## config.mk

```make
export PLATFORM = sky130hd
export DESIGN_NAME = tfp_regs
export DESIGN_NICKNAME = d
export VERILOG_FILES = /design/src/tfp_pkg.sv /design/src/tfp_frac_fmt.sv /design/src/tfp_regs.sv
export VERILOG_INCLUDE_DIRS = /design/src
export SDC_FILE = /design/constraint.sdc
export NUM_CORES = 1
export LEC_CHECK = 0
export BUFFER_PORTS_ARGS = -buffer_cell sky130_fd_sc_hd__buf_2
export CAP_MARGIN = 20
export CELL_PAD_IN_SITES_DETAIL_PLACEMENT = 0
export CELL_PAD_IN_SITES_GLOBAL_PLACEMENT = 1
export CORE_MARGIN = 3
export CORE_UTILIZATION = 30
export DETAILED_ROUTE_END_ITERATION = 10
export HOLD_SLACK_MARGIN = 0.06
export PLACE_DENSITY_LB_ADDON = 0.1
export SYNTH_ARGS = -nofsm -noshare
export SYNTH_HDL_FRONTEND = slang
export SYNTH_SLANG_ARGS = --single-unit
```

## constraint.sdc

```tcl
create_clock -name core_clk_i -period 2.3 [get_ports core_clk_i]
set_clock_uncertainty 0.1 [all_clocks]
set_input_delay 0.23 -clock core_clk_i [delete_from_list [all_inputs] [get_ports core_clk_i]]
set_output_delay 0.23 -clock core_clk_i [all_outputs]
set_load 0.005 [all_outputs]
```

## src/tfp_consts.svh

```systemverilog
// constants for the temperature fraction and register pointer block
// assumes inclusion by bare name from package and design files
`ifndef TFP_CONSTS_SVH
`define TFP_CONSTS_SVH

// ----------------------------------------------------------------
// pointer register
// ----------------------------------------------------------------
`define TFP_PTR_W 8
`define TFP_PTR_RST 8'h00

// ----------------------------------------------------------------
// fraction formats
// ----------------------------------------------------------------
`define TFP_FRAC_W 4
`define TFP_FRAC_POS 4
`define TFP_RES_W 2
`define TFP_RES_HALF 2'h0
`define TFP_RES_QUARTER 2'h1
`define TFP_RES_EIGHTH 2'h2
`define TFP_RES_SIXTEENTH 2'h3
// the resolution byte powers up at the coarsest local format
`define TFP_RES_RST 2'h0
`define TFP_RES_FIXED 6'h07
`define TFP_MASK_HALF 8'h80
`define TFP_MASK_QUARTER 8'hC0
`define TFP_MASK_EIGHTH 8'hE0
`define TFP_MASK_SIXTEENTH 8'hF0

// ----------------------------------------------------------------
// register addresses
// ----------------------------------------------------------------
`define TFP_ADDR_LOC_HI 8'h00
`define TFP_ADDR_REM_HI 8'h01
`define TFP_ADDR_REM_LO 8'h10
`define TFP_ADDR_LOC_LO 8'h15
`define TFP_ADDR_RES 8'h1A

`endif

```

## src/tfp_pkg.sv

```systemverilog
// types for the temperature fraction and register pointer block
// assumes tfp_consts.svh is on the include path
`default_nettype none
`include "tfp_consts.svh"

package tfp_pkg;
    typedef logic [`TFP_PTR_W-1:0] tfp_ptr_t;
    typedef logic [7:0] tfp_byte_t;

    typedef enum logic [1:0] {
        TFP_IDLE,
        TFP_PTR_LOADED,
        TFP_DATA_WRITE
    } tfp_cmd_e;

    typedef struct packed {
        tfp_ptr_t ptr;
        tfp_byte_t loc_lo;
        tfp_byte_t rem_lo;
        tfp_byte_t loc_hi;
        tfp_byte_t rem_hi;
        tfp_byte_t rd_data;
        logic rd_valid;
        logic wr_strobe;
        tfp_byte_t wr_data;
        tfp_ptr_t wr_addr;
        logic [`TFP_RES_W-1:0] res;
        tfp_cmd_e phase;
    } tfp_state_s;
endpackage

`default_nettype wire

```

## src/tfp_frac_fmt.sv

```systemverilog
// fraction byte formatter: keeps the top fraction bits for a resolution
// assumes res_i is one of the four resolution codes
`default_nettype none
`include "tfp_consts.svh"

module tfp_frac_fmt
(
    // raw fraction in sixteenths
    input wire logic [`TFP_FRAC_W-1:0] frac_i,
    input wire logic [`TFP_RES_W-1:0] res_i,
    // formatted low byte
    output logic [7:0] low_o
);
    logic [7:0] raw;
    logic [7:0] mask;

    assign raw = {frac_i, {`TFP_FRAC_POS{1'b0}}};

    // masking truncates downward; no rounding is wanted
    always_comb
    begin
        case (res_i)
            `TFP_RES_HALF: mask = `TFP_MASK_HALF;
            `TFP_RES_QUARTER: mask = `TFP_MASK_QUARTER;
            `TFP_RES_EIGHTH: mask = `TFP_MASK_EIGHTH;
            default: mask = `TFP_MASK_SIXTEENTH;
        endcase
    end

    assign low_o = raw & mask;
endmodule

`default_nettype wire

```

## src/tfp_regs.sv

```systemverilog
// temperature result bytes and register pointer of a dual monitor;
// holds the resolution byte itself and hands every data write, that one too, on
// through wr_strobe_o to the rest of the register file
// assumes a serial front end that decodes commands into one-cycle
// strobes: ptr_wr (pointer byte), data_wr (data byte), rd (read)
// assumes result inputs are stable while meas_valid_i is high
//
// Operation
// - remote low byte: sixteenths in bits 7..4
// - local low byte keeps top bits per resolution
// - coarser local resolutions truncate, never round
// - eight-bit pointer selects addressed data register
// - reads and writes act on selected register
// - only a pointer-byte write command loads a new pointer
// - pointer is zero after power-on reset
// - high byte holds whole degrees, low byte fraction
// - local resolution selectable, remote fixed sixteenth
`default_nettype none
`include "tfp_consts.svh"

module tfp_regs
#(
    // pointer width and register addresses
    parameter int PTR_W = `TFP_PTR_W,
    parameter logic [PTR_W-1:0] LOC_HI_ADDR = `TFP_ADDR_LOC_HI,
    parameter logic [PTR_W-1:0] REM_HI_ADDR = `TFP_ADDR_REM_HI,
    parameter logic [PTR_W-1:0] REM_LO_ADDR = `TFP_ADDR_REM_LO,
    parameter logic [PTR_W-1:0] LOC_LO_ADDR = `TFP_ADDR_LOC_LO,
    parameter logic [PTR_W-1:0] RES_ADDR = `TFP_ADDR_RES
)
(
    // clock and reset
    input wire logic core_clk_i,
    input wire logic rstn_i,
    // measurement results
    input wire logic meas_valid_i,
    input wire logic [7:0] loc_int_i,
    input wire logic [`TFP_FRAC_W-1:0] loc_frac_i,
    input wire logic [7:0] rem_int_i,
    input wire logic [`TFP_FRAC_W-1:0] rem_frac_i,
    // decoded serial commands
    input wire logic ptr_wr_i,
    input wire logic data_wr_i,
    input wire logic rd_i,
    input wire logic [7:0] wdata_i,
    // answers
    output logic [PTR_W-1:0] ptr_o,
    output logic [7:0] rdata_o,
    output logic rvalid_o,
    output logic wr_strobe_o,
    output logic [PTR_W-1:0] wr_addr_o,
    output logic [7:0] wr_data_o,
    output logic [`TFP_RES_W-1:0] local_resolution_select_o
);
    // ----------------------------------------------------------------
    // elaboration checks
    // ----------------------------------------------------------------
    // the state struct carries a fixed eight-bit pointer, so another
    // width could not be stored without losing bits
    if (PTR_W != `TFP_PTR_W)
    begin : g_bad_width
        $error("pointer width must be eight");
    end

    // the formatter shifts the fraction up against bit 7, so field
    // and offset must fill the byte exactly
    if (`TFP_FRAC_W + `TFP_FRAC_POS != 8)
    begin : g_bad_frac
        $error("fraction field must fill the low byte");
    end

    // the formatter decodes exactly four resolution codes
    if (`TFP_RES_W != 2)
    begin : g_bad_res
        $error("resolution field must be two bits");
    end

    // two registers on one address would shadow each other in the
    // read mux, the first case item always winning
    if (LOC_HI_ADDR == REM_HI_ADDR ||
        LOC_HI_ADDR == REM_LO_ADDR ||
        LOC_HI_ADDR == LOC_LO_ADDR ||
        LOC_HI_ADDR == RES_ADDR ||
        REM_HI_ADDR == REM_LO_ADDR ||
        REM_HI_ADDR == LOC_LO_ADDR ||
        REM_HI_ADDR == RES_ADDR ||
        REM_LO_ADDR == LOC_LO_ADDR ||
        REM_LO_ADDR == RES_ADDR ||
        LOC_LO_ADDR == RES_ADDR)
    begin : g_bad_map
        $error("register addresses must be distinct");
    end

    // ----------------------------------------------------------------
    // formatting
    // ----------------------------------------------------------------
    // whole block state lives in one struct, registered below
    tfp_pkg::tfp_state_s s_q;
    tfp_pkg::tfp_state_s s_d;
    logic [7:0] loc_lo_fmt;
    logic [7:0] rem_lo_fmt;
    logic [7:0] sel;
    logic [7:0] res_byte;
    logic hit_res;

    // local format follows the stored resolution code
    tfp_frac_fmt u_loc_fmt
    (
        .frac_i(loc_frac_i),
        .res_i(s_q.res),
        .low_o(loc_lo_fmt)
    );

    // remote channel is always at full resolution
    tfp_frac_fmt u_rem_fmt
    (
        .frac_i(rem_frac_i),
        .res_i(`TFP_RES_SIXTEENTH),
        .low_o(rem_lo_fmt)
    );

    // ----------------------------------------------------------------
    // address decode
    // ----------------------------------------------------------------
    // the fixed upper bits of the resolution byte read as 6'h07; only
    // the two code bits are writable
    assign res_byte = {`TFP_RES_FIXED, s_q.res};
    assign hit_res = (s_q.ptr == RES_ADDR);

    // ----------------------------------------------------------------
    // read selection
    // ----------------------------------------------------------------
    always_comb
    begin
        case (s_q.ptr)
            LOC_HI_ADDR: sel = s_q.loc_hi;
            REM_HI_ADDR: sel = s_q.rem_hi;
            LOC_LO_ADDR: sel = s_q.loc_lo;
            REM_LO_ADDR: sel = s_q.rem_lo;
            RES_ADDR: sel = res_byte;
            // unmapped and write-only addresses read zero
            default: sel = 8'h00;
        endcase
    end

    // ----------------------------------------------------------------
    // next state
    // ----------------------------------------------------------------
    always_comb
    begin
        // strobes default low so each answer stands one cycle
        s_d = s_q;
        s_d.rd_valid = 1'b0;
        s_d.wr_strobe = 1'b0;
        if (meas_valid_i)
        begin
            s_d.loc_hi = loc_int_i;
            s_d.rem_hi = rem_int_i;
            // results latch with the format in force at capture time
            s_d.loc_lo = loc_lo_fmt;
            s_d.rem_lo = rem_lo_fmt;
        end
        // pointer byte beats data byte beats read; the front end never
        // sends two in one cycle, so the loser is simply dropped
        if (ptr_wr_i)
        begin
            s_d.ptr = wdata_i;
            s_d.phase = tfp_pkg::TFP_PTR_LOADED;
        end
        else if (data_wr_i)
        begin
            // data byte goes to the register the pointer holds
            s_d.wr_strobe = 1'b1;
            s_d.wr_addr = s_q.ptr;
            s_d.wr_data = wdata_i;
            s_d.phase = tfp_pkg::TFP_DATA_WRITE;
            if (hit_res)
            begin
                s_d.res = wdata_i[`TFP_RES_W-1:0];
            end
        end
        else if (rd_i)
        begin
            // a bare read reuses the stored pointer
            // rdata holds until the next read, not only while rvalid is up
            s_d.rd_data = sel;
            s_d.rd_valid = 1'b1;
            s_d.phase = tfp_pkg::TFP_IDLE;
        end
    end

    always_ff @(posedge core_clk_i or negedge rstn_i)
    begin
        if (!rstn_i)
        begin
            // struct cleared first, then ptr, res and phase set to their reset constants, all zero
            s_q <= '0;
            s_q.ptr <= `TFP_PTR_RST;
            s_q.res <= `TFP_RES_RST;
            s_q.phase <= tfp_pkg::TFP_IDLE;
        end
        else
        begin
            s_q <= s_d;
        end
    end

    // ----------------------------------------------------------------
    // outputs
    // ----------------------------------------------------------------
    // every output is a register field; nothing combinational leaves
    assign ptr_o = s_q.ptr;
    assign rdata_o = s_q.rd_data;
    assign rvalid_o = s_q.rd_valid;
    assign wr_strobe_o = s_q.wr_strobe;
    assign wr_addr_o = s_q.wr_addr;
    assign wr_data_o = s_q.wr_data;
    assign local_resolution_select_o = s_q.res;
endmodule

`default_nettype wire

```

# After elaboration in Yosys (flattened, before gate mapping)
# Index checks and enable logic that the tools add are counted.
# op_classes
n_eq_ne,6
mux,7
n_bitwise,3
reduce_logical,5
# ops
cell,count
$pmux W8 S5,1
$eq A8 B5 Y1 const B,3
$pmux W7 S3,1
$mux W20,1
$mux W19,1
$and A8 B8 Y8,1
$eq A8 B1 Y1 const B,1
$logic_not A8 Y1,1
$reduce_and A3 Y1,2
$eq A2 B1 Y1 const B,1
$eq A2 B2 Y1 const B,1
$logic_not A2 Y1,1
$mux W1,2
$mux W2,1
$not A1 Y1,2
$reduce_and A2 Y1,1
# word_totals
register_bits,64
inputBits,38
wordCells,32

# Depth between registers and ports, before layout
# Gate-level depths: netlist of run 1.
# depth
depth_word,4
mapped_depth,7
depth_no_buf,4

# By module
# Synthesis of run 1 repeated with hierarchy kept, for this count alone.
# hier_totals
cells_unflattened,261
area_unflattened_um2,3270.6
# modules_own_cells
mod,n_inst,cells_each,area_each_um2
tfp_regs,1,243,3145.5
tfp_frac_fmt,2,9,62.6

# Worst setup path after synthesis of run 1
# No wires, ideal clock.
# synth_path
path_type,flip-flop to flip-flop
from,"register s_q, in the netlist ptr_o[7]"
to,"register s_q, in the netlist local_resolution_select_o[1]"
setup_time_ns,0.127
arrival_time_ns,1.457
required_time_ns,2.073
path_slack_ns,0.615
stages_incl_launch_ff,5
n_path_buf,0
period_less_slack_ns,1.685
cell_sequence,dfrtp_1 -> or3_4 -> nor4_4 -> nand2_2 -> mux2_1
# synth_between
elab_chain_len,2
# synth_lines
item,line_no,source
"start, declared",tfp_regs.sv:98,tfp_pkg::tfp_state_s s_q;
$eq A8 B5 Y1,tfp_regs.sv:128,assign hit_res = (s_q.ptr == RES_ADDR);
$reduce_and A3 Y1 (no source line),-,
# No other way between the ends.
# A chain may end at the register's enable or synchronous reset.

# Worst setup path after layout of run 1
# layout_path
from,"register s_q, in the netlist ptr_o[4]"
to,"register s_q, in the netlist rdata_o[2]"
# layout_between
elab_chain_len,2
word_cells_on_any_way,6
# layout_lines
item,line_no,source
"$eq A8 B5 Y1, or another cell as far along",tfp_regs.sv:135,case (s_q.ptr)
$pmux W8 S5 *,tfp_regs.sv:135,
# Mark *: on every way between the ends. The rest lies on a longest branch, timed or not.

==> summary.md, run 1 <==
| Metric | Value |
|---|---|
| Outcome | `finished, final reports clean` |
| Crit path time final | `between 1.5 and 2 ns` |
| Net count after synthesis | `between 200 and 300` |
| Starting density of the core | `a little under a third` |
| Slowest cell on the critical path | `sky130_fd_sc_hd__dfrtp_1` |
| Via count of the first global-routing pass | `between 2000 and 2500` |
| Netlist cell types | `34` |
| Critical Path Start Type | `flop` |
| Row count | `34` |
| Wire length of the first global-routing pass | `approximately 11000 um` |
| Maximum fanout count along the critical path | `9` |
| Combined global-route utilization of all metal layers | `13.30%` |
| Clock sink total | `60` |
| Die X | `between 100 and 150 um` |
| Cell chain of the critical path | `or3_4, nor3_1, a32oi_1, a21oi_1` |
| Total half-perimeter wirelength after legalization and detailed placement | `about 4600 um` |
| Critical path buffer and inverter count | `0` |
| Number of H-tree branching levels | `3` |
| Setup repair after global routing missed its margin | `no` |
| Congestion Overflow GR | `0` |
| Number of antenna violations at the first check in global routing | `0` |
| Antenna cell count | `0` |
| Final count of pins violating max slew | `0` |
| Setup fix buffers added after clock tree synthesis | `0` |
| Final Hold Violating Endpoints | `0` |
| DR vias/cell | `roughly 4.5` |
| Die footprint | `around 0.010 mm2` |
| Number of warnings printed during yosys synthesis | `0` |
| DR WL/cell | `approximately 15 um` |
| Max transition margin | `approximately 57%` |
| Number of DRC violations after detailed-routing iteration 0 | `69` |
| Synthesized netlist cell count | `250` |
| Worst-case clock buffer depth | `2` |
| Max capacitance violation total | `0` |
| Final-layout worst hold slack | `roughly 0.078 ns` |
| Storage cell area | `0.001501 mm2` |
| Worst-Margin Slew | `about 0.65 ns` |
| PortBufs | `between 70 and 80` |
| Critical path capture point type | `flop` |
| Maximum VDD drop | `roughly 240 uV` |
| Cell type group with the largest total delay on the critical path | `simple AND/OR/NAND/NOR gates` |
| Worst setup slack after layout | `approximately 0.50 ns` |
| Worst endpoint required time | `2.46 ns` |
| Maximum frequency from static timing analysis | `about 0.55 GHz` |
| Max incr delay on CP | `roughly 0.51 ns` |
| Clk Latency, worst-skew pair | `0.33 ns` |
| Final sum of negative setup slack | `0 ns` |
| Count of state elements after synthesis | `60` |
| Total length of routed wires | `between 6000 and 7000 um` |
| Data arrival time at the worst-slack endpoint | `1.96 ns` |
| Critical path type | `flop to flop` |
| Proportion of synthesized chip area in sequential cells | `53.81%` |
| Share of the core filled with cells | `roughly 40%` |
| DRC Markers | `0` |
| IO Count | `between 70 and 80` |
| Leakage power of the design | `1.673 nW` |
| Power per unit of standard cell area | `between 700 and 800 mW/mm2` |
| Total Nets Final | `around 360` |
| Number of vias after detailed routing | `1971` |
| # fillers | `about 920` |
| Core Region | `between 0.008 and 0.009 mm2` |
| Syn_area_per_cell | `around 11 um2` |
| Setup WS pre-CTS | `0.4994 ns` |
| DRT Pass-1 Iters | `4` |
| Path category of the worst min-delay check | `input port to flop` |
| Clock buffer count from CTS | `9` |
| Layout cell share with drive strength beyond 1 | `about two fifths` |
| Share of the cycle needed by the critical path after routing | `78.43%` |
| Total design power | `around 0.0026 W` |
| Clock-pin slew on the worst setup and hold paths | `~0.060 ns` |
| Y dimension of the die | `a little over 100 um` |
| Cell area after technology mapping | `around 0.0028 mm2` |
| Multi-input logic area | `~940 um2` |
| Area growth from synthesis to final layout | `26.14%` |
| Root cell of the clock tree | `sky130_fd_sc_hd__clkbuf_8` |
| Final weighted congestion in routability-driven placement | `a little over 0.7` |
| Count of nets left with antenna violations after detail routing | `0` |
| Largest net degree at the start of global routing | `~60` |
| TritonCTS clock tree | `done` |
| Setup-violating endpoint count in the final report | `0` |
==> registers in the layout, summed over array words and instances (netlist names) <==
name,cells
s_q,24
rvalid_o,1
wr_strobe_o,1
local_resolution_select_o,2
ptr_o,8
rdata_o,8
wr_data_o,8
wr_addr_o,8
==> synthesized netlist by cell type <==
library cell,instances,share of area [%]
sky130_fd_sc_hd__nand2_2,1,0.22
sky130_fd_sc_hd__a21oi_1,4,0.72
sky130_fd_sc_hd__o22ai_1,1,0.22
sky130_fd_sc_hd__and2_1,1,0.22
sky130_fd_sc_hd__mux2_2,31,13
sky130_fd_sc_hd__o221ai_1,3,0.94
sky130_fd_sc_hd__nor3b_2,1,0.45
sky130_fd_sc_hd__nand3b_1,1,0.27
sky130_fd_sc_hd__clkbuf_1,3,0.40
sky130_fd_sc_hd__nand3_1,3,0.54
sky130_fd_sc_hd__buf_1,1,0.13
sky130_fd_sc_hd__mux2i_1,4,1.4
sky130_fd_sc_hd__dfrtp_1,60,54
sky130_fd_sc_hd__nor2_1,6,0.81
sky130_fd_sc_hd__clkbuf_2,1,0.18
sky130_fd_sc_hd__mux2_1,2,0.81
sky130_fd_sc_hd__nand4_1,1,0.22
sky130_fd_sc_hd__inv_2,1,0.13
sky130_fd_sc_hd__and4_1,1,0.31
sky130_fd_sc_hd__o21a_1,3,0.81
sky130_fd_sc_hd__nor3_1,5,0.90
sky130_fd_sc_hd__a211oi_1,1,0.27
sky130_fd_sc_hd__buf_2,6,1.1
sky130_fd_sc_hd__nand2_1,49,6.6
sky130_fd_sc_hd__buf_8,1,0.54
sky130_fd_sc_hd__a22oi_1,5,1.3
sky130_fd_sc_hd__a32oi_1,2,0.63
sky130_fd_sc_hd__o211ai_1,1,0.27
sky130_fd_sc_hd__buf_4,34,9.1
sky130_fd_sc_hd__or3_4,3,1.2
sky130_fd_sc_hd__nor4_4,1,0.76
sky130_fd_sc_hd__o21ai_0,6,1.1
sky130_fd_sc_hd__nand2b_1,1,0.22
sky130_fd_sc_hd__inv_1,6,0.81
==> placed cells by master (no fill, tap or decap), types with 2 or more instances in the layout <==
cell | synthesis | routed
sky130_fd_sc_hd__inv_1 | 6 | 6
sky130_fd_sc_hd__a21oi_1 | 4 | 4
sky130_fd_sc_hd__clkbuf_1 | 3 | 3
sky130_fd_sc_hd__clkbuf_8 | 0 | 10
sky130_fd_sc_hd__nor2_1 | 6 | 6
sky130_fd_sc_hd__nand2_1 | 49 | 49
sky130_fd_sc_hd__or3_4 | 3 | 3
sky130_fd_sc_hd__o21a_1 | 3 | 3
sky130_fd_sc_hd__o21ai_0 | 6 | 6
sky130_fd_sc_hd__mux2i_1 | 4 | 4
sky130_fd_sc_hd__a22oi_1 | 5 | 5
sky130_fd_sc_hd__dfrtp_1 | 60 | 60
sky130_fd_sc_hd__buf_2 | 6 | 73
sky130_fd_sc_hd__nor3_1 | 5 | 5
sky130_fd_sc_hd__o221ai_1 | 3 | 3
sky130_fd_sc_hd__mux2_1 | 2 | 2
sky130_fd_sc_hd__buf_4 | 34 | 2
sky130_fd_sc_hd__dlygate4sd3_1 | 0 | 33
sky130_fd_sc_hd__a32oi_1 | 2 | 2
sky130_fd_sc_hd__mux2_2 | 31 | 31
sky130_fd_sc_hd__nand3_1 | 3 | 3
==> final timing paths <==
kind,start,slack (ns),depth (start not counted),endpoint
hold / removal,loc_frac_i[2],0.08,3,s_q[60]$_DFFE_PN0P_
min in group asynchronous,rstn_i,0.32,3,rdata_o[6]$_DFFE_PN0P_
setup / recovery,ptr_o[4]$_DFFE_PN0P_,0.50,4,rdata_o[2]$_DFFE_PN0P_
hold reg to reg,wr_addr_o[2]$_DFFE_PN0P_,0.37,2,wr_addr_o[2]$_DFFE_PN0P_
max in group asynchronous,rstn_i,1.47,3,ptr_o[1]$_DFFE_PN0P_
setup reg to reg,ptr_o[4]$_DFFE_PN0P_,0.50,4,rdata_o[2]$_DFFE_PN0P_
==> area by class of cell <==
cell class | count | share of cell area [%]
multi-input combinational | 137 | 26.77
clock inverter | 2 | 0.9954
tap | 108 | 3.839
timing repair buffer | 109 | 20.76
sequential | 60 | 42.66
inverter | 7 | 0.7465
clock buffer | 13 | 4.230
==> routing by layer <==
metal | global-route usage, % | wire, um
met1 | 18.80 | 3193
met3 | 4.027 | 388
met5 | 0 | 0
met2 | 18.72 | 2779
met4 | 5.752 | 97
==> power breakdown <==
part	internal (W)	switching [W]
logic	0.000215	0.000169
registers	0.00117	0.0000906
clock network	0.000524	0.000390
==> worst register-to-register path, stage by stage, from the launching register on <==
cell                      delay [ns]
sky130_fd_sc_hd__dfrtp_1        0.51
sky130_fd_sc_hd__or3_4          0.40
sky130_fd_sc_hd__nor3_1         0.35
sky130_fd_sc_hd__a32oi_1        0.19
sky130_fd_sc_hd__a21oi_1        0.19
==> logic make-up after synthesis <==
logic type / share of synthesized area, %
flip-flops: 53.81
AO/OA/AOI/OAI: 6.279
AND/OR/NAND/NOR: 12.74
buffers and inverters: 12.42
multiplexers: 14.75
==> repair_timing <==
| item | in CTS | in global routing |
|---|---|---|
| resized for setup | 0 | 0 |
| setup endpoints to repair | 0 | 0 |
| hold buffers | 33 | 0 |
| endpoints found under the hold margin | 100 | 0 |
==> per-stage QoR <==
stage,instances,cell area [um2]
floorplan,250,2790
global placement,388,3005
detailed placement,388,3005
CTS,436,3520
global route,436,3520
finish,436,3520
Note: power is estimated with default switching activity, not from simulation.
==> run 2: changes to the inputs <==
Settings changed: ABC_AREA set to 1.
Clock period 2.3 ns to 1.7 ns, I/O delays scaled along.
==> run 2 against run 1 <==
  * Register-to-register slack got worse by 0.27 ns
  * Global-route usage up 1.2 points
  * Area after synthesis decreased by 0.13%
  * Utilization is 0.75 points higher
  * Total power increased by 34%
  * Sequential share of layout area decreased by 0.79 points
  * Largest cell class unchanged
  * First-iteration DRC count is 4.3% higher
  * Sequential power grew 30%
  * Worst setup slack worse by 0.28 ns
  * Critical endpoint is now rdata_o[7]$_DFFE_PN0P_
  * Die area down 0.13%
  * Largest power group unchanged
==> summary.md, run 2 <==
| Metric | Value |
|---|---|
| Outcome | `finished, final reports clean` |
| Final count of pins violating max slew | `0 (unchanged)` |
| Critical path capture point type | `flop` |
| Data arrival time at the worst-slack endpoint | `1.60 ns (-0.36 ns)` |
| Most common library cell in the layout ignoring fill and taps | `sky130_fd_sc_hd__nand2_1` |
| Share of the core filled with cells | `40.33% (+0.75 points)` |
| Die X | `102.4 um (about the same)` |
| Number of vias after detailed routing | `2124 (+7.8%)` |
| Row count | `34 (unchanged)` |
| Proportion of synthesized chip area in sequential cells | `53.88% (+0.072 points)` |
| Synthesized netlist cell count | `293 (+17%)` |
| Path category of the worst min-delay check | `input port to flop` |
| Largest net degree at the start of global routing | `32 (-48%)` |
| DRC Markers | `0 (unchanged)` |
| Maximum frequency from static timing analysis | `0.6730 GHz` |
| Count of state elements after synthesis | `60 (unchanged)` |
| Layout cell share with drive strength beyond 1 | `32.55% (-5.9 points)` |
| Critical path type | `input port to flop` |
| Y dimension of the die | `102.4 um (about the same)` |
| Terminus of the critical flop-to-flop path | `rdata_o[4]$_DFFE_PN0P_` |
| Syn_area_per_cell | `9.510 um2 (-15%)` |
| Top cell types by occurrence after synthesis | `sky130_fd_sc_hd__nand2_1 (90), sky130_fd_sc_hd__dfrtp_1 (60), sky130_fd_sc_hd__buf_4 (35)` |
| Total Nets Final | `414 (+14%)` |
| Clock sink total | `60 (unchanged)` |
| IO Count | `74 (unchanged)` |
| Final-layout worst hold slack | `0.07221 ns (-0.005947 ns)` |
| DRT Pass-1 Iters | `4 (unchanged)` |
| Via count of the first global-routing pass | `2134 (+6.5%)` |
| Final sum of negative setup slack | `0 ns (unchanged)` |
| DR vias/cell | `4.344 (-3.9%)` |
| Asr flop ratio synth | `100.0% (unchanged)` |
| Wire length of the first global-routing pass | `11500 um (+8.6%)` |
| Power per unit of standard cell area | `955.0 mW/mm2 (+31%)` |
| Count of nets left with antenna violations after detail routing | `0 (unchanged)` |
| Setup repair after global routing missed its margin | `no` |
| Most instantiated library cell after synthesis | `sky130_fd_sc_hd__nand2_1` |
| Netlist cell types | `21 (-38%)` |
| Final weighted congestion in routability-driven placement | `0.7377 (+2.2%)` |
| Total half-perimeter wirelength after legalization and detailed placement | `5043 um (+9.5%)` |
| Number of flip-flops under the largest register name | `24 (unchanged)` |
| Main synth FF type | `sky130_fd_sc_hd__dfrtp_1` |
| Combined global-route utilization of all metal layers | `14.53% (+1.2 points)` |
| Switch share | `25.75% (+0.33 points)` |
| Comb power frac | `13.5% (-1.5 points)` |
| Die footprint | `0.01048 mm2 (-0.13%)` |
| Critical Path Start Type | `input port` |
| Number of flops mapped to enable cells by yosys | `0 (unchanged)` |
| Sequential cell fraction of total power | `47.9% (-1.4 points)` |
| Cell count of the worst reg-to-reg path | `9 (+5)` |
| Leakage power of the design | `1.828 nW (+9.3%)` |
| Worst-Margin Slew | `0.4941 ns (-0.1571 ns)` |
| Final Hold Violating Endpoints | `0 (unchanged)` |
| Number of warnings printed during yosys synthesis | `0 (unchanged)` |
| Net count after synthesis | `331 (+15%)` |
| Number of antenna violations at the first check in global routing | `0 (unchanged)` |
| Clk Latency, worst-skew pair | `0.33 ns (about the same)` |
| Clock-pin slew on the worst setup and hold paths | `0.07 ns (about the same)` |
| Total length of routed wires | `6894 um (+6.7%)` |
| TritonCTS clock tree | `done` |
| Starting density of the core | `31.34% (-0.042 points)` |
| Area growth from synthesis to final layout | `28.69%` |
| Reg with most FFs | `s_q` |
| Number of DRC violations after detailed-routing iteration 0 | `72 (+4.3%)` |
| Antenna cell count | `0 (unchanged)` |
| Internal power summed over all cells | `0.002543 W (+33%)` |
| Congestion Overflow GR | `0 (unchanged)` |
| Share of total power in the clock network | `38.6% (+2.9 points)` |
| Maximum VDD drop | `326.1 uV (+37%)` |
| Cell type with the highest aggregate area in the netlist | `sky130_fd_sc_hd__dfrtp_1` |
| Setup-violating endpoint count in the final report | `0 (unchanged)` |
| Total design power | `0.003425 W (+34%)` |
| Sw power | `0.0008817 W (+36%)` |
| Post-placement cell count | `437 (+13%)` |
| Register-to-Register Setup Slack | `0.23 ns (-0.27 ns)` |
| Post-route non-filler standard cell count | `489 (+12%)` |
| Cell area after technology mapping | `0.002786 mm2 (-0.13%)` |
| Maximum fanout count along the critical path | `10 (+1)` |
| Number of H-tree branching levels | `3 (unchanged)` |
| Startpoint of the lowest-slack register-to-register path | `ptr_o[4]$_DFFE_PN0P_` |
| Share of the cycle needed by the critical path after routing | `87.41%` |
| Core Region | `0.008891 mm2 (unchanged)` |
| Share of Yosys cell area claimed by the top area cell type | `53.88% (+0.072 points)` |
| DR WL/cell | `14.10 um (-4.8%)` |
| Max transition margin | `67.06% (+10 points)` |
| Commonest cells after routing, fill and taps aside | `sky130_fd_sc_hd__nand2_1 (90), sky130_fd_sc_hd__buf_2 (73), sky130_fd_sc_hd__dfrtp_1 (60), sky130_fd_sc_hd__dlygate4sd3_1 (35), sky130_fd_sc_hd__o21ai_0 (24)` |
| Root cell of the clock tree | `sky130_fd_sc_hd__clkbuf_8` |
| Worst endpoint required time | `1.81 ns (-0.65 ns)` |
| Clock buffer count from CTS | `9 (unchanged)` |
| PortBufs | `73 (unchanged)` |
| Max capacitance violation total | `0 (unchanged)` |
| Worst-case clock buffer depth | `2 (unchanged)` |
| Crit path time final | `roughly 1.5 ns` |
| Top cells by area, synth | `sky130_fd_sc_hd__dfrtp_1 (54%), sky130_fd_sc_hd__nand2_1 (12%), sky130_fd_sc_hd__buf_4 (9.4%)` |
| Hold Path Origin | `ptr_wr_i` |
| Hold Crit Endpoint | `wr_strobe_o$_DFF_PN0_` |
| Hold depth | `2 (-1)` |
[run 2: worst max path at each step]
stage	endpoint	slack [ns]	cells past startpoint	startpoint
3_5_place_dp	rdata_o[1]$_DFFE_PN0P_	0.13	9	ptr_o[5]$_DFFE_PN0P_
2_1_floorplan	local_resolution_select_o[1]$_DFFE_PN0P_	0.45	8	ptr_o[5]$_DFFE_PN0P_
6_report	rdata_o[7]$_DFFE_PN0P_	0.21	8	data_wr_i
5_1_grt	rdata_o[1]$_DFFE_PN0P_	0.05	7	ptr_o[4]$_DFFE_PN0P_
3_3_place_gp	rdata_o[1]$_DFFE_PN0P_	0.12	9	ptr_o[5]$_DFFE_PN0P_
4_1_cts	rdata_o[1]$_DFFE_PN0P_	0.12	9	ptr_o[5]$_DFFE_PN0P_
[run 2: critical path: stages]
cell	delay [ns]
sky130_fd_sc_hd__dlygate4sd3_1	0.53
sky130_fd_sc_hd__buf_2	0.12
sky130_fd_sc_hd__inv_2	0.09
sky130_fd_sc_hd__nand2_1	0.10
sky130_fd_sc_hd__nor2_4	0.22
sky130_fd_sc_hd__inv_1	0.20
sky130_fd_sc_hd__nand2_1	0.11
sky130_fd_sc_hd__nand2_1	0.05
[run 2: final cells by class]
| class | instances | area, um2 |
|---|---|---|
| clock inverter | 4 | 47.55 |
| clock buffer | 12 | 155.1 |
| fill | 921 | 5305 |
| tap | 108 | 135.1 |
| timing repair buffer | 113 | 753.2 |
| multi-input combinational | 172 | 917.1 |
| inverter | 20 | 76.32 |
| sequential | 60 | 1501 |
[run 2: stage by stage]
| stage | setup WS (ns) | instance area [um2] |
|---|---|---|
| detailed placement | 0.1292 | 3019 |
| floorplan | 0.4453 | 2786 |
| global route | 0.04773 | 3586 |
| finish | 0.2140 | 3586 |
| CTS | 0.1239 | 3572 |
| global placement | 0.1165 | 3019 |
[run 2: power by group through the flow]
| stage | Clock (W) | Sequential, W | Combinational, W |
|---|---|---|---|
| after floorplan | 0 | 0.00164 | 0.000313 |
| after global placement | 0 | 0.00166 | 0.000408 |
| after detailed placement | 0 | 0.00167 | 0.000407 |
| after CTS | 0.00136 | 0.00164 | 0.000470 |
| after global routing | 0.00142 | 0.00166 | 0.000529 |
| final | 0.00132 | 0.00164 | 0.000463 |
[run 2: what timing repair did]
| item | 4_1_cts | 5_1_grt |
|---|---|---|
| hold buffers | 35 | 0 |
| buffers inserted | 0 | 1 |
| hold endpoints to repair | 104 | 0 |
| setup endpoints to repair | 0 | 1 |
| gates resized for setup | 0 | 1 |
[run 2: logic make-up (layout without fill, tap and decap cells)]
logic type      after synthesis  count (layout)  synth area share (%)
flops                        60              60                 53.88
mux                          20              20                 8.083
compound gates               27              27                 4.940
buf+inv                      61             149                 13.43
simple gates                125             125                 19.67
[run 2: metal layers]
metal	share of wire, %	track usage, %
met1	53	22.08
met2	42	19.79
met3	3.9	3.072
met4	1.7	6.054
met5	0	0
==> run 3: changes to the inputs <==
Settings changed: BUFFER_PORTS_ARGS -buffer_cell sky130_fd_sc_hd__buf_2 to unset, DONT_BUFFER_PORTS set to 1.
==> run 3 against run 2 <==
  * Register-to-register slack got worse by 0.06 ns
  * Non-clock buffer count fell by 72
  * Largest cell class unchanged
  * Critical path depth fell by 1
  * Sequential power barely moved
  * Maximum frequency fell by 3.1%
  * Hold slack improved by 0.12 ns
  * Sequential share of layout area rose by 3.4 points
  * Total power rose by 8.4%
  * Critical path type is now flop to flop
  * Cell area fell by 7.5%
  * Routed wire length rose by 0.16%
==> summary.md, run 3 (synthesis results as in run 2) <==
| Metric | Value |
|---|---|
| # fillers | `921 (unchanged)` |
| DRC Markers | `0 (unchanged)` |
| Final weighted congestion in routability-driven placement | `0.7549 (+2.3%)` |
| Worst-case clock buffer depth | `2 (unchanged)` |
| Crit path time final | `1.534 ns (+0.04826 ns)` |
| Slowest cell on the critical path | `sky130_fd_sc_hd__dfrtp_1` |
| Worst endpoint required time | `1.88 ns (+0.07 ns)` |
| Max incr delay on CP | `0.43 ns (-0.10 ns)` |
| Critical path type | `flop to flop` |
| Die X | `102.4 um (unchanged)` |
| Cell type with the highest occurrence count on the critical path | `sky130_fd_sc_hd__nand2_1` |
| Commonest cells after routing, fill and taps aside | `sky130_fd_sc_hd__nand2_1 (90), sky130_fd_sc_hd__dfrtp_1 (60), sky130_fd_sc_hd__dlygate4sd3_1 (37), sky130_fd_sc_hd__o21ai_0 (23), sky130_fd_sc_hd__mux2_2 (20)` |
| TritonCTS clock tree | `done` |
| Total half-perimeter wirelength after legalization and detailed placement | `4691 um (-7.0%)` |
| Leakage power of the design | `1.565 nW (-14%)` |
| Root cell of the clock tree | `sky130_fd_sc_hd__clkbuf_8` |
| Reg with most FFs | `s_q` |
| Share of the cycle needed by the critical path after routing | `90.25% (+2.8 points)` |
| Final sum of negative setup slack | `0 ns (unchanged)` |
| Max capacitance violation total | `0 (unchanged)` |
| Setup-violating endpoint count in the final report | `0 (unchanged)` |
| PortBufs | `0 (-100%)` |
| Max transition margin | `34.71% (-32 points)` |
| Path category of the worst min-delay check | `input port to flop` |
| Clock-pin slew on the worst setup and hold paths | `0.07 ns (about the same)` |
| Number of DRC violations after detailed-routing iteration 0 | `58 (-19%)` |
| Combined global-route utilization of all metal layers | `14.19% (-0.34 points)` |
| Worst-Margin Slew | `0.9793 ns (+0.4853 ns)` |
| Wire length of the first global-routing pass | `11020 um (-4.2%)` |
| Setup WS pre-CTS | `0.1321 ns (+0.002893 ns)` |
| Total length of routed wires | `6905 um (+0.16%)` |
| Terminus of the critical flop-to-flop path | `rdata_o[1]$_DFFE_PN0P_` |
| Antenna cell count | `0 (unchanged)` |
| DR WL/cell | `16.56 um (+17%)` |
| Cell count of the worst reg-to-reg path | `7 (-2)` |
| Power per unit of standard cell area | `1119 mW/mm2 (+17%)` |
| Die footprint | `0.01048 mm2 (unchanged)` |
| Y dimension of the die | `102.4 um (unchanged)` |
| Congestion Overflow GR | `0 (unchanged)` |
| Number of flip-flops under the largest register name | `24 (unchanged)` |
| End point of the critical path | `rdata_o[1]$_DFFE_PN0P_` |
| Area growth from synthesis to final layout | `19.08%` |
| Layout cell share with drive strength beyond 1 | `16.18% (-16 points)` |
| Maximum frequency from static timing analysis | `0.6518 GHz (-3.1%)` |
| DRT Pass-1 Iters | `4 (unchanged)` |
| Startpoint of the lowest-slack register-to-register path | `ptr_o[4]$_DFFE_PN0P_` |
| Clock sink total | `60 (unchanged)` |
| Cell chain of the critical path | `nor2_1, nand2_1, nor3_2, nand2_1, nand3_1, nand2_1, nand2_1` |
| Maximum VDD drop | `356.1 uV (+9.2%)` |
| Register-to-Register Setup Slack | `0.17 ns (-0.06 ns)` |
| DR vias/cell | `4.552 (+4.8%)` |
| Total Nets Final | `342 (-17%)` |
| IO Count | `74 (unchanged)` |
| Final Hold Violating Endpoints | `0 (unchanged)` |
| Maximum fanout count along the critical path | `4 (-6)` |
| Number of vias after detailed routing | `1898 (-11%)` |
| Critical Path Start Type | `flop` |
| Count of nets left with antenna violations after detail routing | `0 (unchanged)` |
| Most common library cell in the layout ignoring fill and taps | `sky130_fd_sc_hd__nand2_1` |
| Setup crit start | `ptr_o[4]$_DFFE_PN0P_` |
| Number of antenna violations at the first check in global routing | `0 (unchanged)` |
| Outcome | `finished, final reports clean` |
| Row count | `34 (unchanged)` |
| Number of H-tree branching levels | `3 (unchanged)` |
| Worst setup slack after layout | `0.1658 ns (-0.04826 ns)` |
| Critical path capture point type | `flop` |
| Clock buffer count from CTS | `9 (unchanged)` |
| Largest net degree at the start of global routing | `61 (+91%)` |
| Clk Latency, worst-skew pair | `0.34 ns (about the same)` |
| Final count of pins violating max slew | `0 (unchanged)` |
| Data arrival time at the worst-slack endpoint | `1.71 ns (+0.11 ns)` |
| Via count of the first global-routing pass | `1953 (-8.5%)` |
| Starting density of the core | `31.34% (unchanged)` |
| Core Region | `0.008891 mm2 (unchanged)` |
| Setup repair after global routing missed its margin | `no` |
==> run 3: cell count changes in the layout (fill, tap and decap cells not counted), sizes merged <==
cell,delta
clkbuf,+1
bufinv,+2
clkinv,-2
buf,-75
dlygate4sd3,+2
clkinvlp,-1
dlymetal6s4s,+1
==> run 3: cell type report <==
class	count	area [um2]	share of cell area, %
Clock inverter	3	90.09	2.715
Sequential cell	60	1501	45.25
Tap cell	108	135.1	4.072
Inverter	20	76.32	2.300
Clock buffer	13	178.9	5.392
Timing Repair Buffer	41	425.4	12.82
Multi-Input combinational cell	172	910.9	27.45
==> run 3: per-stage QoR <==
stage	area (um2)	total power [W]	hold slack [ns]	instances	utilization (%)
floorplan	2786	0.001954	-0.2256	293	-
global placement	2624	0.001909	-0.2230	360	29.51
detailed placement	2624	0.001910	-0.2232	360	29.51
CTS	3301	0.003767	0.1985	415	37.12
global route	3318	0.003915	0.2386	417	37.32
finish	3318	0.003713	0.1954	417	37.32
==> run 3: critical path: cells and delay by family, from the launching register on <==
family | cells | cell delay, ns
flops | 1 | 0.43
simple gates | 7 | 0.93
==> run 3: timing repair <==
item | 4_1_cts | 5_1_grt
resized for setup | 0 | 2
endpoints found under the hold margin | 112 | 0
buffers inserted | 0 | 2
hold buffers | 39 | 0
endpoints found under the setup margin | 0 | 22
==> run 3: metal layers <==
metal	wire (um)	vias to the layer above	global-route usage [%]
li1	-	933	-
met1	3373	904	19.92
met2	2969	50	20.09
met3	444	11	4.642
met4	118	0	5.752
met5	0	-	0
==> run 3: worst min path at each step <==
stage / startpoint / endpoint / slack, ns / depth (start not counted)
6_report: ptr_wr_i / wr_data_o[7]$_DFFE_PN0P_ / 0.20 / 4
5_1_grt: ptr_wr_i / wr_data_o[2]$_DFFE_PN0P_ / 0.24 / 4
4_1_cts: ptr_wr_i / wr_data_o[7]$_DFFE_PN0P_ / 0.20 / 4
3_5_place_dp: rstn_i / wr_data_o[2]$_DFFE_PN0P_ / -0.22 / 0
3_3_place_gp: rstn_i / wr_data_o[2]$_DFFE_PN0P_ / -0.22 / 0
2_1_floorplan: rstn_i / local_resolution_select_o[0]$_DFFE_PN0P_ / -0.23 / 0
==> run 3: where the power goes <==
part / internal (W) / leakage [nW] / switching (W)
registers: 0.00156 / 0.750 / 0.000107
logic: 0.000160 / 0.680 / 0.000178
clock network: 0.00114 / 0.136 / 0.000574
